File: config.mk
export PLATFORM = sky130hd
export DESIGN_NAME = twbtd_core
export DESIGN_NICKNAME = d
export VERILOG_FILES = /design/src/core/twbtd_pkg.sv /design/src/core/twbtd_filt_if.sv /design/src/core/twbtd_core.sv /design/src/core/twbtd_filter.sv
export SDC_FILE = /design/constraint.sdc
export NUM_CORES = 1
export LEC_CHECK = 0
export BUFFER_PORTS_ARGS = -buffer_cell sky130_fd_sc_hd__buf_4
export CAP_MARGIN = 20
export CORE_UTILIZATION = 45
export CTS_BUF_LIST = sky130_fd_sc_hd__clkbuf_16
export CTS_CLUSTER_DIAMETER = 40
export DETAILED_ROUTE_END_ITERATION = 7
export PLACE_DENSITY = 0.69
export SYNTH_ARGS = -nofsm -noshare
export SYNTH_HDL_FRONTEND = slang
export SYNTH_HIERARCHICAL = 1
export SYNTH_SLANG_ARGS = --single-unit
File: constraint.sdc
create_clock -name core_clk_in -period 87.2 [get_ports core_clk_in]
set_clock_uncertainty 0.05 [all_clocks]
set_input_delay 4.36 -clock core_clk_in [delete_from_list [all_inputs] [get_ports core_clk_in]]
set_output_delay 4.36 -clock core_clk_in [all_outputs]
set_load 0.1 [all_outputs]
File: src/core/twbtd_pkg.sv
// Shared constants, command codes and timing functions of the bit-timing core.
// Assumes all counts are in core clock cycles; nothing here holds state.
package twbtd_pkg;
  localparam int SEL_W = 6;
  localparam int RATE_W = 6;
  localparam int CNT_W = 18;
  localparam int CLK_MHZ = 200;
  // Divider table bases for the low half of the select codes
  localparam int DIV_EVEN_LO = 288;
  localparam int DIV_EVEN_HI = 320;
  localparam int DIV_ODD_LO = 384;
  localparam int DIV_ODD_HI = 448;
  localparam int DIV_LAST = 61440;
  // Divider table of the upper select codes
  localparam int DIV_20 = 160;
  localparam int DIV_21 = 192;
  localparam int DIV_22 = 224;
  localparam int DIV_23 = 256;
  localparam int DIV_24 = 320;
  localparam int DIV_25 = 384;
  localparam int DIV_GRP_0 = 480;
  localparam int DIV_GRP_1 = 512;
  localparam int DIV_GRP_2 = 640;
  localparam int DIV_GRP_3 = 768;
  localparam logic [5:0] SEL_HIGH_FIRST = 6'h20;
  localparam logic [5:0] SEL_GROUP_FIRST = 6'h26;
  localparam logic [5:0] SEL_LAST = 6'h1F;
  // Start hold, data hold and fixed intervals
  localparam int START_PRESCALE = 4;
  localparam int START_LIM_N = 16;
  localparam int START_LIM_M = 9;
  localparam int HOLD_BASE = 8;
  localparam int HOLD_UNIT = 16;
  localparam int HOLD_FACTOR = 5;
  localparam int SLV_EXTRA = 8;
  localparam int STOP_SETUP_CYC = 4;
  localparam logic [1:0] BUS_IDLE = 2'h3;

  typedef enum logic [1:0] {
    TWBTD_CMD_START = 2'b00,
    TWBTD_CMD_BIT = 2'b01,
    TWBTD_CMD_STOP = 2'b10,
    TWBTD_CMD_RSTART = 2'b11
  } twbtd_cmd_e;

  function automatic logic [CNT_W-1:0] twbtd_div(input logic [5:0] s);
    logic [CNT_W-1:0] b;
    logic [5:0] o;
    b = '0;
    o = '0;
    if (!s[5]) begin
      case (s[1:0])
        2'b00: b = CNT_W'(DIV_EVEN_LO);
        2'b01: b = CNT_W'(DIV_EVEN_HI);
        2'b10: b = CNT_W'(DIV_ODD_LO);
        default: b = CNT_W'(DIV_ODD_HI);
      endcase
      b = b << s[4:2];
      if (s == SEL_LAST) begin
        b = CNT_W'(DIV_LAST);
      end
    end else if (s < SEL_GROUP_FIRST) begin
      case (s[2:0])
        3'h0: b = CNT_W'(DIV_20);
        3'h1: b = CNT_W'(DIV_21);
        3'h2: b = CNT_W'(DIV_22);
        3'h3: b = CNT_W'(DIV_23);
        3'h4: b = CNT_W'(DIV_24);
        default: b = CNT_W'(DIV_25);
      endcase
    end else begin
      o = s - SEL_GROUP_FIRST;
      case (o[1:0])
        2'b00: b = CNT_W'(DIV_GRP_0);
        2'b01: b = CNT_W'(DIV_GRP_1);
        2'b10: b = CNT_W'(DIV_GRP_2);
        default: b = CNT_W'(DIV_GRP_3);
      endcase
      b = b << o[5:2];
    end
    return b;
  endfunction

  function automatic logic [CNT_W-1:0] twbtd_start_hold(
      input logic [5:0] s, input logic [CNT_W-1:0] d);
    logic [CNT_W-1:0] v;
    logic [CNT_W-1:0] lim;
    v = d >> START_PRESCALE;
    lim = s[5] ? CNT_W'(START_LIM_M) : CNT_W'(START_LIM_N);
    for (int i = 0; i < CNT_W; i++) begin
      if (v >= lim) begin
        v = v >> 1;
      end
    end
    if (v == '0) begin
      v = CNT_W'(1);
    end
    return v;
  endfunction

  function automatic logic [CNT_W-1:0] twbtd_data_hold(input logic [5:0] s);
    logic [CNT_W-1:0] f;
    case ({s[5], s[1]})
      2'b10: f = CNT_W'(HOLD_FACTOR - 4);
      2'b11: f = CNT_W'(HOLD_FACTOR - 3);
      2'b00: f = CNT_W'(HOLD_FACTOR - 2);
      default: f = CNT_W'(HOLD_FACTOR - 1);
    endcase
    return CNT_W'(HOLD_BASE) + ((CNT_W'(HOLD_UNIT) << s[4:2]) * f);
  endfunction
endpackage

File: src/core/twbtd_filt_if.sv
// Carrier between the core and its input qualification filter.
// Assumes raw bus levels are already at the logic level of the pins.
interface twbtd_filt_if;
  logic scl_raw;
  logic sda_raw;
  logic [twbtd_pkg::RATE_W-1:0] rate;
  logic scl_q;
  logic sda_q;
  modport filt (input scl_raw, input sda_raw, input rate,
    output scl_q, output sda_q);
  modport core (output scl_raw, output sda_raw, output rate,
    input scl_q, input sda_q);
endinterface

File: src/core/twbtd_core.sv
// Bit-timing core of a two-wire controller: START, bit, STOP, repeated
// START and transmitting-slave clock hold, all timed in core clock cycles.
// Assumes open-drain pads outside and a sequencer issuing commands.
// Summary of operation
// - Every interval is a whole count of core clock cycles.
// - SCL and SDA are seen about rate*2+1 cycles after the pins.
// - Intervals measured on the bus start from the filtered levels.
// - The filter samples once every rate core clock cycles.
// - SCL low and SCL high each last half the divider value.
// - Select codes map to divider values in the listed pairwise order.
// - START hold is divider/16 halved until below 16, or until below 9 if bit 5 set.
// - Data hold is 8 plus 16<<sel[4:2] times a factor from sel bits 5,1.
// - Master data setup is half the divider minus the data hold.
// - Repeated START setup is the divider plus the START hold.
// - STOP follows filtered SCL high by at least 4 cycles.
// - SCL and SDA are only pulled low or released.
// - Each divider value gives its own SCL output rate.
// - As transmitting slave, SCL is pulled low hold+8 after SCL falls.
module twbtd_core (
  input wire logic core_clk_in,
  input wire logic sys_rst_in,
  input wire logic [5:0] divider_select_in,
  input wire logic [5:0] filter_sample_rate_in,
  input wire logic cmd_valid_in,
  input wire logic [1:0] cmd_in,
  input wire logic cmd_bit_in,
  input wire logic slave_tx_in,
  input wire logic slave_release_in,
  input wire logic scl_in,
  input wire logic sda_in,
  output logic cmd_ready_out,
  output logic done_out,
  output logic rx_bit_out,
  output logic scl_out,
  output logic scl_oe_out,
  output logic sda_out,
  output logic sda_oe_out
);
  localparam int W = twbtd_pkg::CNT_W;

  typedef enum logic [3:0] {
    ST_IDLE = 4'h0,
    ST_START = 4'h1,
    ST_PARK = 4'h2,
    ST_HOLD = 4'h3,
    ST_SETUP = 4'h4,
    ST_HIGH_WAIT = 4'h5,
    ST_HIGH = 4'h6,
    ST_STOP = 4'h7,
    ST_RS_SETUP = 4'h8,
    ST_SLV_WAIT = 4'h9,
    ST_SLV_HOLD = 4'hA
  } twbtd_state_e;

  twbtd_state_e state;
  twbtd_state_e next_state;
  twbtd_pkg::twbtd_cmd_e op;
  twbtd_pkg::twbtd_cmd_e next_op;
  logic [W-1:0] cnt;
  logic [W-1:0] next_cnt;
  logic [5:0] sel;
  logic [5:0] next_sel;
  logic [5:0] rate;
  logic [5:0] next_rate;
  logic tx_bit;
  logic next_tx_bit;
  logic scl_low;
  logic next_scl_low;
  logic sda_low;
  logic next_sda_low;
  logic done;
  logic next_done;
  logic rx_bit;
  logic next_rx_bit;
  logic scl_seen;
  logic [W-1:0] d_val;
  logic [W-1:0] half;
  logic [W-1:0] t_start;
  logic [W-1:0] t_hold;
  logic [W-1:0] t_setup;
  logic last;
  logic scl_fell;
  logic [5:0] sel_eff;

  twbtd_filt_if fi();

  assign fi.scl_raw = scl_in;
  assign fi.sda_raw = sda_in;
  assign fi.rate = rate;

  twbtd_filter u_filter (
    .core_clk_in(core_clk_in),
    .sys_rst_in(sys_rst_in),
    .f(fi.filt)
  );

  always_comb begin
    // The first count of a command must use the settings taken with it
    sel_eff = (state == ST_IDLE || state == ST_PARK) ?
      divider_select_in : sel;
    d_val = twbtd_pkg::twbtd_div(sel_eff);
    half = d_val >> 1;
    t_start = twbtd_pkg::twbtd_start_hold(sel_eff, d_val);
    t_hold = twbtd_pkg::twbtd_data_hold(sel_eff);
    // A hold longer than the half period still leaves one setup cycle
    t_setup = (half > t_hold) ? half - t_hold : W'(1);
    last = (cnt <= W'(1));
    scl_fell = scl_seen && !fi.scl_q;
  end

  // Fixed-level drivers: a pin is either pulled low or let go
  assign scl_out = 1'b0;
  assign sda_out = 1'b0;
  assign scl_oe_out = scl_low;
  assign sda_oe_out = sda_low;
  assign done_out = done;
  assign rx_bit_out = rx_bit;
  assign cmd_ready_out = (state == ST_IDLE) || (state == ST_PARK);

  always_comb begin
    next_state = state;
    next_op = op;
    next_cnt = last ? cnt : cnt - 1'b1;
    next_sel = sel;
    next_rate = rate;
    next_tx_bit = tx_bit;
    next_scl_low = scl_low;
    next_sda_low = sda_low;
    next_done = 1'b0;
    next_rx_bit = rx_bit;
    case (state)
      ST_IDLE: begin
        next_sel = divider_select_in;
        next_rate = filter_sample_rate_in;
        if (cmd_valid_in && cmd_in == twbtd_pkg::TWBTD_CMD_START) begin
          next_sda_low = 1'b1;
          next_cnt = t_start;
          next_state = ST_START;
        end else if (slave_tx_in && scl_fell) begin
          next_cnt = t_hold + W'(twbtd_pkg::SLV_EXTRA);
          next_state = ST_SLV_WAIT;
        end
      end
      ST_START: begin
        if (last) begin
          next_scl_low = 1'b1;
          next_done = 1'b1;
          next_state = ST_PARK;
        end
      end
      ST_PARK: begin
        next_sel = divider_select_in;
        next_rate = filter_sample_rate_in;
        if (cmd_valid_in && cmd_in != twbtd_pkg::TWBTD_CMD_START) begin
          next_op = twbtd_pkg::twbtd_cmd_e'(cmd_in);
          case (cmd_in)
            twbtd_pkg::TWBTD_CMD_BIT: next_tx_bit = cmd_bit_in;
            twbtd_pkg::TWBTD_CMD_STOP: next_tx_bit = 1'b0;
            default: next_tx_bit = 1'b1;
          endcase
          next_cnt = t_hold;
          next_state = ST_HOLD;
        end
      end
      ST_HOLD: begin
        if (last) begin
          next_sda_low = !tx_bit;
          next_cnt = t_setup;
          next_state = ST_SETUP;
        end
      end
      ST_SETUP: begin
        if (last) begin
          next_scl_low = 1'b0;
          next_state = ST_HIGH_WAIT;
        end
      end
      ST_HIGH_WAIT: begin
        // Slaves may stretch; high time counts from the qualified edge
        if (fi.scl_q) begin
          case (op)
            twbtd_pkg::TWBTD_CMD_STOP: begin
              next_cnt = W'(twbtd_pkg::STOP_SETUP_CYC);
              next_state = ST_STOP;
            end
            twbtd_pkg::TWBTD_CMD_RSTART: begin
              next_cnt = d_val + t_start;
              next_state = ST_RS_SETUP;
            end
            default: begin
              next_cnt = half;
              next_state = ST_HIGH;
            end
          endcase
        end
      end
      ST_HIGH: begin
        if (last) begin
          next_rx_bit = fi.sda_q;
          next_scl_low = 1'b1;
          next_done = 1'b1;
          next_state = ST_PARK;
        end
      end
      ST_STOP: begin
        if (last) begin
          next_sda_low = 1'b0;
          next_done = 1'b1;
          next_state = ST_IDLE;
        end
      end
      ST_RS_SETUP: begin
        if (last) begin
          next_sda_low = 1'b1;
          next_cnt = t_start;
          next_state = ST_START;
        end
      end
      ST_SLV_WAIT: begin
        if (last) begin
          next_scl_low = 1'b1;
          next_state = ST_SLV_HOLD;
        end
      end
      ST_SLV_HOLD: begin
        if (slave_release_in) begin
          next_scl_low = 1'b0;
          next_done = 1'b1;
          next_state = ST_IDLE;
        end
      end
      default: begin
        next_state = ST_IDLE;
        next_scl_low = 1'b0;
        next_sda_low = 1'b0;
      end
    endcase
  end

  always_ff @(posedge core_clk_in or posedge sys_rst_in) begin
    if (sys_rst_in) begin
      state <= ST_IDLE;
      op <= twbtd_pkg::TWBTD_CMD_START;
      cnt <= '0;
      sel <= '0;
      rate <= '0;
      tx_bit <= 1'b1;
      scl_low <= 1'b0;
      sda_low <= 1'b0;
      done <= 1'b0;
      rx_bit <= 1'b0;
      scl_seen <= 1'b1;
    end else begin
      state <= next_state;
      op <= next_op;
      cnt <= next_cnt;
      sel <= next_sel;
      rate <= next_rate;
      tx_bit <= next_tx_bit;
      scl_low <= next_scl_low;
      sda_low <= next_sda_low;
      done <= next_done;
      rx_bit <= next_rx_bit;
      scl_seen <= fi.scl_q;
    end
  end
endmodule

File: src/core/twbtd_filter.sv
// Input qualification filter for SCL and SDA.
// Assumes raw levels are asynchronous to the core clock.
module twbtd_filter (
  input wire logic core_clk_in,
  input wire logic sys_rst_in,
  twbtd_filt_if.filt f
);
  logic [1:0] sync1;
  logic [1:0] sync2;
  logic [1:0] samp;
  logic [1:0] qual;
  logic [twbtd_pkg::RATE_W-1:0] div;
  logic [1:0] next_samp;
  logic [1:0] next_qual;
  logic [twbtd_pkg::RATE_W-1:0] next_div;
  logic tick;

  assign f.scl_q = qual[1];
  assign f.sda_q = qual[0];

  always_comb begin
    // Sample clock every rate cycles; a zero rate acts as one
    tick = (div + 1'b1 >= f.rate);
    next_div = tick ? '0 : div + 1'b1;
    next_samp = tick ? sync2 : samp;
    // Two agreeing samples qualify a level: about 2*rate+1 cycles late
    next_qual = (tick && sync2 == samp) ? sync2 : qual;
  end

  always_ff @(posedge core_clk_in or posedge sys_rst_in) begin
    if (sys_rst_in) begin
      sync1 <= twbtd_pkg::BUS_IDLE;
      sync2 <= twbtd_pkg::BUS_IDLE;
      samp <= twbtd_pkg::BUS_IDLE;
      qual <= twbtd_pkg::BUS_IDLE;
      div <= '0;
    end else begin
      sync1 <= {f.scl_raw, f.sda_raw};
      sync2 <= sync1;
      samp <= next_samp;
      qual <= next_qual;
      div <= next_div;
    end
  end
endmodule

# Yosys cells after proc, flatten, opt, wreduce, memory -nomap -nowiden
# Cells that the tools add are included.
dict set report op_classes {
  n_addsub 7
  n_mul 1
  n_lt_le_gt_ge 22
  eq_ne 38
  shifts 3
  n_mux 66
  bitwise_logic 2
  reduce_logical 27
}
# op count
set op_table {}
lappend op_table {{$mux 18} 32}
lappend op_table {{$ge 18x5->1} 17}
lappend op_table {{$pmux 18 s5} 1}
lappend op_table {{$pmux 9 s5} 1}
lappend op_table {{$mux 4} 11}
lappend op_table {{$pmux 4 s10} 1}
lappend op_table {{$pmux 18 s2} 1}
lappend op_table {{$pmux 10 s3} 1}
lappend op_table {{$pmux 8 s3} 1}
lappend op_table {{$add 18x18->18} 1}
lappend op_table {{$add 18x4->18 const B} 1}
lappend op_table {{$add 4x18->18 const A} 1}
lappend op_table {{$gt 17x18->1} 1}
lappend op_table {{$le 18x1->1 const B} 1}
lappend op_table {{$logic_not 18->1} 1}
lappend op_table {{$mul 18x18->18} 1}
lappend op_table {{$shl 18x3->18} 1}
lappend op_table {{$shl 18x4->18} 1}
lappend op_table {{$shl 5x3->18 const A} 1}
lappend op_table {{$sub 17x18->18} 1}
lappend op_table {{$sub 18x1->18 const B} 1}
lappend op_table {{$eq 4x3->1 const B} 4}
lappend op_table {{$eq 2x2->1 const B} 7}
lappend op_table {{$ge 14x5->1} 1}
lappend op_table {{41 further kinds} 76}
dict set report totals {
  ff_bits 56
  in_bits 22
  output_inout_bits 7
  wordCells 182
}

# Logic depth before layout (Yosys ltp)
dict set report logic_depth {
  ltp_word 53
  ltp_mapped 156
  ltp_nobuf 147
}

# Cells and area by module
# Netlist, hierarchy kept.
# mod n_inst cells_per_inst area_each_um2
set modules_own_cells {}
lappend modules_own_cells {twbtd_core 1 1303 9706.8}
lappend modules_own_cells {twbtd_filter 1 64 729.4}

# Worst setup path before layout
# No wires, ideal clock.
dict set report synth_timing {
  path_type {input to register}
  from {input divider_select_in[1]}
  to {register cnt[4]}
  setup_time_ns 0.103
  arrival_time_ns 32.221
  setup_slack_ns 54.826
  cell_stages 133
  path_cell_list {clkbuf_1 -> mux2i_1 -> inv_1 -> ha_1 -> clkbuf_1 -> or2_2 -> nor2_1 -> nor3_1 -> o31ai_1 -> o21a_1 -> ha_1 -> a41oi_2 -> nand3_2 -> o21ai_2 -> a21boi_2 -> inv_2 -> ha_1 -> nand2_1 -> [... 97 more ...] -> ha_1 -> nor4b_1 -> nand3b_1 -> o21ai_2 -> mux2i_1 -> mux2_2 -> inv_1 -> ha_1 -> o21ai_0 -> nor2b_1 -> o21ai_2 -> o21a_1 -> ha_1 -> or4b_2 -> a21oi_1 -> o211a_1 -> nor2_1 -> o41ai_2}
}
dict set report synth_via {
  elab_chain_len 51
  elab_cells_between_ends 83
}
# element line
set synth_rtl {}
lappend synth_rtl {{start, declared} twbtd_core.sv:22} ;# input wire logic [5:0] divider_select_in,
lappend synth_rtl {{$mux 6 (*)} twbtd_core.sv:99} ;# sel_eff = (state == ST_IDLE || state == ST_PARK) ?
lappend synth_rtl {{$sub 6x6->6} twbtd_pkg.sv:72} ;# o = s - SEL_GROUP_FIRST;
lappend synth_rtl {{$eq 2x2->1 (tied with other cells)} twbtd_pkg.sv:73} ;# case (o[1:0])
lappend synth_rtl {{$pmux 10 s3} twbtd_pkg.sv:73}
lappend synth_rtl {{$mux 18} twbtd_pkg.sv:62} ;# end else if (s < SEL_GROUP_FIRST) begin
lappend synth_rtl {{$mux 18} twbtd_pkg.sv:51} ;# if (!s[5]) begin
lappend synth_rtl {{$shl 18x4->18} twbtd_pkg.sv:79} ;# b = b << o[5:2];
lappend synth_rtl {{$mux 18} twbtd_pkg.sv:62}
lappend synth_rtl {{[... 36 more ...]} --}
lappend synth_rtl {{$mux 18} twbtd_pkg.sv:91} ;# if (v >= lim) begin
lappend synth_rtl {{$logic_not 18->1} twbtd_pkg.sv:95} ;# if (v == '0) begin
lappend synth_rtl {{$mux 18} twbtd_pkg.sv:95}
lappend synth_rtl {{$add 18x18->18} twbtd_core.sv:187} ;# next_cnt = d_val + t_start;
lappend synth_rtl {{$pmux 18 s2} twbtd_core.sv:181} ;# case (op)
lappend synth_rtl {{$mux 18} twbtd_core.sv:180} ;# if (fi.scl_q) begin
lappend synth_rtl {{$pmux 18 s5 (*)} twbtd_core.sv:131} ;# case (state)
lappend synth_rtl {{via next_cnt[4]} twbtd_core.sv:60} ;# logic [W-1:0] next_cnt;
lappend synth_rtl {{end signal, assigned} twbtd_core.sv:256} ;# cnt <= next_cnt;
lappend synth_rtl {{end, declared} twbtd_core.sv:59} ;# logic [W-1:0] cnt;
# The timed path passes the listed nets; every way through them passes the cells marked *. The select of a mux whose other input is x is not followed.
# A chain may end at the register's enable or synchronous reset.

# Worst setup path after layout
# Ends and elaborated chain as after synthesis.

==> impl_metrics.yaml <==
die:
  die_h_um: 154
  initial_core_util_pct: 46.0
  ios: 29
  fp.dieArea_mm2: 0.0238
  fp-row-count: 55
  fp.coreArea_mm2: 0.0227
  die_x_um: 154
routing:
  drt_iter0_drc: 991
  finalWirelength_mm: 29.4
  drt-pass1-iter-count: 5
  wl_per_cell_um: 17.7
  vias: 10700
  drc: 0
  vias_per_cell: 6.42
  ant_nets: 0
pwr:
  ir_drop_mv: 0.0383
  power_per_cell_area_mw_per_mm2: 40.3
  total_power_mw: 0.444
  p_leak_nw: 4.87
setup_path:
  start_kind: "input port"
  worst_setup_path_end_kind: "register"
  cp_num_cells: 130
  crit_slowest_cell: "or4b_2"
  worstPathMaxFanout: 13
  r2r_cells: 132
  cp_slowest_stage_delay_ns: 0.70
  crit_buf_inv: 11
  cp_top_family: "compound AO/OA/AOI/OAI gates"
  cp.required_ns: 87.36
  critical_path_class: "input port to register"
  path_common_cell: "ha_1"
  arrival_ns: 35.99
timing:
  slew-limit-headroom_pct: 45.3
  max_freq_mhz: 27.9
  finalSetupViolations: 0
  post-route-period-util_pct: 41.1
  finalCriticalPeriod_ns: 35.83
  final.setup.tns_ns: 0
  worst_slew_pin_slew_ns: 0.798
  rsz0062_at_grt: "false"
  hold_viol: 0
  slew_viol_final: 0
clock_tree:
  cts_tree: "built"
  cts.sinks: 56
  clk_pin_slew_ns: 0.08
  cts-hold-fix-buffers: 0
  htree_num_levels: 2
  cts_max_path_buffers: 2
  cts_root_buf: "clkbuf_16"
  clock_latency_ns: 0.31
  cts_made_buffers: 5
  postCtsSetupBuffers: 0
  cts_resized: 0
yosys:
  synthCells: 1367
  synthFlopType: "dfrtp_1"
  ys_seq_elements: 56
  synth_seq_area_share_pct: 13.5
  yosys_warnings: 6
  yosys.cell_types.count: 126
  yosys-top-cells-area: "ha_1 (13%), dfrtp_1 (11%), nand2_1 (4.9%)"
  syn_area_mm2: 0.0104
  yosysMostFrequentCell: "nand2_1"
  syn_avg_cell_area_um2: 7.63
  synth.top_cell.area_share_pct: 12.8
  ys_async_sr_fraction_pct: 100
  synth_edf_count: 0
  netlist_top_cells_count: "nand2_1 (136), ha_1 (107), nor2_1 (98)"
  synth_top_area_cell: "ha_1"
job:
  maxCapViolCount: 0
global_route:
  grt_pass1_wl_mm: 49.1
  grt_max_degree: 43
  track_usage_pct: 24.6
  busiest_layer: "met2"
  gr-total-overflow: 0
  met3_usage_pct: 2.24
  grt_util_met2_pct: 40.8
  grt_util_met1_pct: 34.4
  antenna_found_initial: 0
  grt_pass1_vias: 9994
place:
  dpl_cell_area_mm2: 0.0108
  dp_hpwl_mm: 22.7
  gp_congestion: 0.924
  dp_cells: 1650
  port_buffers: 26
worst_hold_path:
  worstHoldPathCells: 0
  hp-class: "register to register"
final_layout:
  fin_util_pct: 48.6
  drive_above_1_share_pct: 11.1
  final_nets: 1511
  final_cell_area_mm2: 0.0110
  n_antenna_cell: 0
  fill_cells: 2240
  syn_to_final_growth_pct: 5.78
  finalNonFillerCells: 1659
run_status:
  status: "finished clean"
## state kept, by name, indices dropped and copies added, names as in the netlist
signal	flops
cnt	18
done_out	1
fi.rate	6
op	2
rx_bit_out	1
scl_oe_out	1
scl_seen	1
sda_oe_out	1
sel	6
state	4
tx_bit	1
u_filter/div	6
u_filter/qual	2
u_filter/samp	2
u_filter/sync1	2
u_filter/sync2	2
## report_power, final
group	switching (mW)	internal [mW]
Clock	0.0109	0.0137
Combinational	0.238	0.151
Sequential	0.00285	0.0282
## worst paths after layout
path                                            from                 to  slack (ns)
min in group asynchronous                 sys_rst_in              op[1]        4.05
worst min-delay path               u_filter/sync1[1]  u_filter/sync2[1]        0.31
worst max-delay path            divider_select_in[1]             cnt[4]       51.37
worst max register to register              state[3]             cnt[4]       53.47
worst min register to register     u_filter/sync1[1]  u_filter/sync2[1]        0.31
max in group asynchronous                 sys_rst_in             tx_bit       82.47
## per-stage QoR
step	hold slack, ns	setup slack [ns]
6_report	0.309	51.37
5_1_grt	0.316	48.85
4_1_cts	0.309	51.81
3_5_place_dp	0.299	51.54
3_3_place_gp	0.299	52.57
2_1_floorplan	0.295	54.83
## layout by cell type (no fill, tap or decap), types with 35 or more instances in the layout
master,Yosys,final
a21oi_1,94,94
buf_4,3,35
dfrtp_1,46,46
ha_1,107,107
inv_1,90,89
nand2_1,136,136
nand3_1,46,46
nor2_1,98,98
o21ai_0,82,82
## layer usage
layer  vias to the layer above  wire length, um  share of wire [%]
met4                         0              427                1.5
li1                       5119                -                  -
met5                         -                0                  0
met2                       454            13200                 45
met1                      5048            13500                 46
met3                        32             2240                7.6
## area by class of cell
| class | count | area, um^2 | share of cell area, % |
|---|---|---|---|
| sequential | 56 | 1410 | 12.8 |
| timing repair buffer | 36 | 283 | 2.56 |
| tap | 285 | 357 | 3.23 |
| inverter | 98 | 369 | 3.34 |
| multi-input combinational | 1176 | 8440 | 76.5 |
| clock buffer | 5 | 125 | 1.13 |
| clock inverter | 3 | 47.5 | 0.431 |
## cells by family after synthesis
logic type	after synthesis	synth area share, %
compound gates	466	32.3
xor+xnor	48	4.03
fa+ha+maj	116	14.6
buf+inv	147	5.97
flops	56	13.5
mux	45	5.01
other cells	1	0.0359
simple gates	488	24.5
Power figures use the tool's default switching activity.
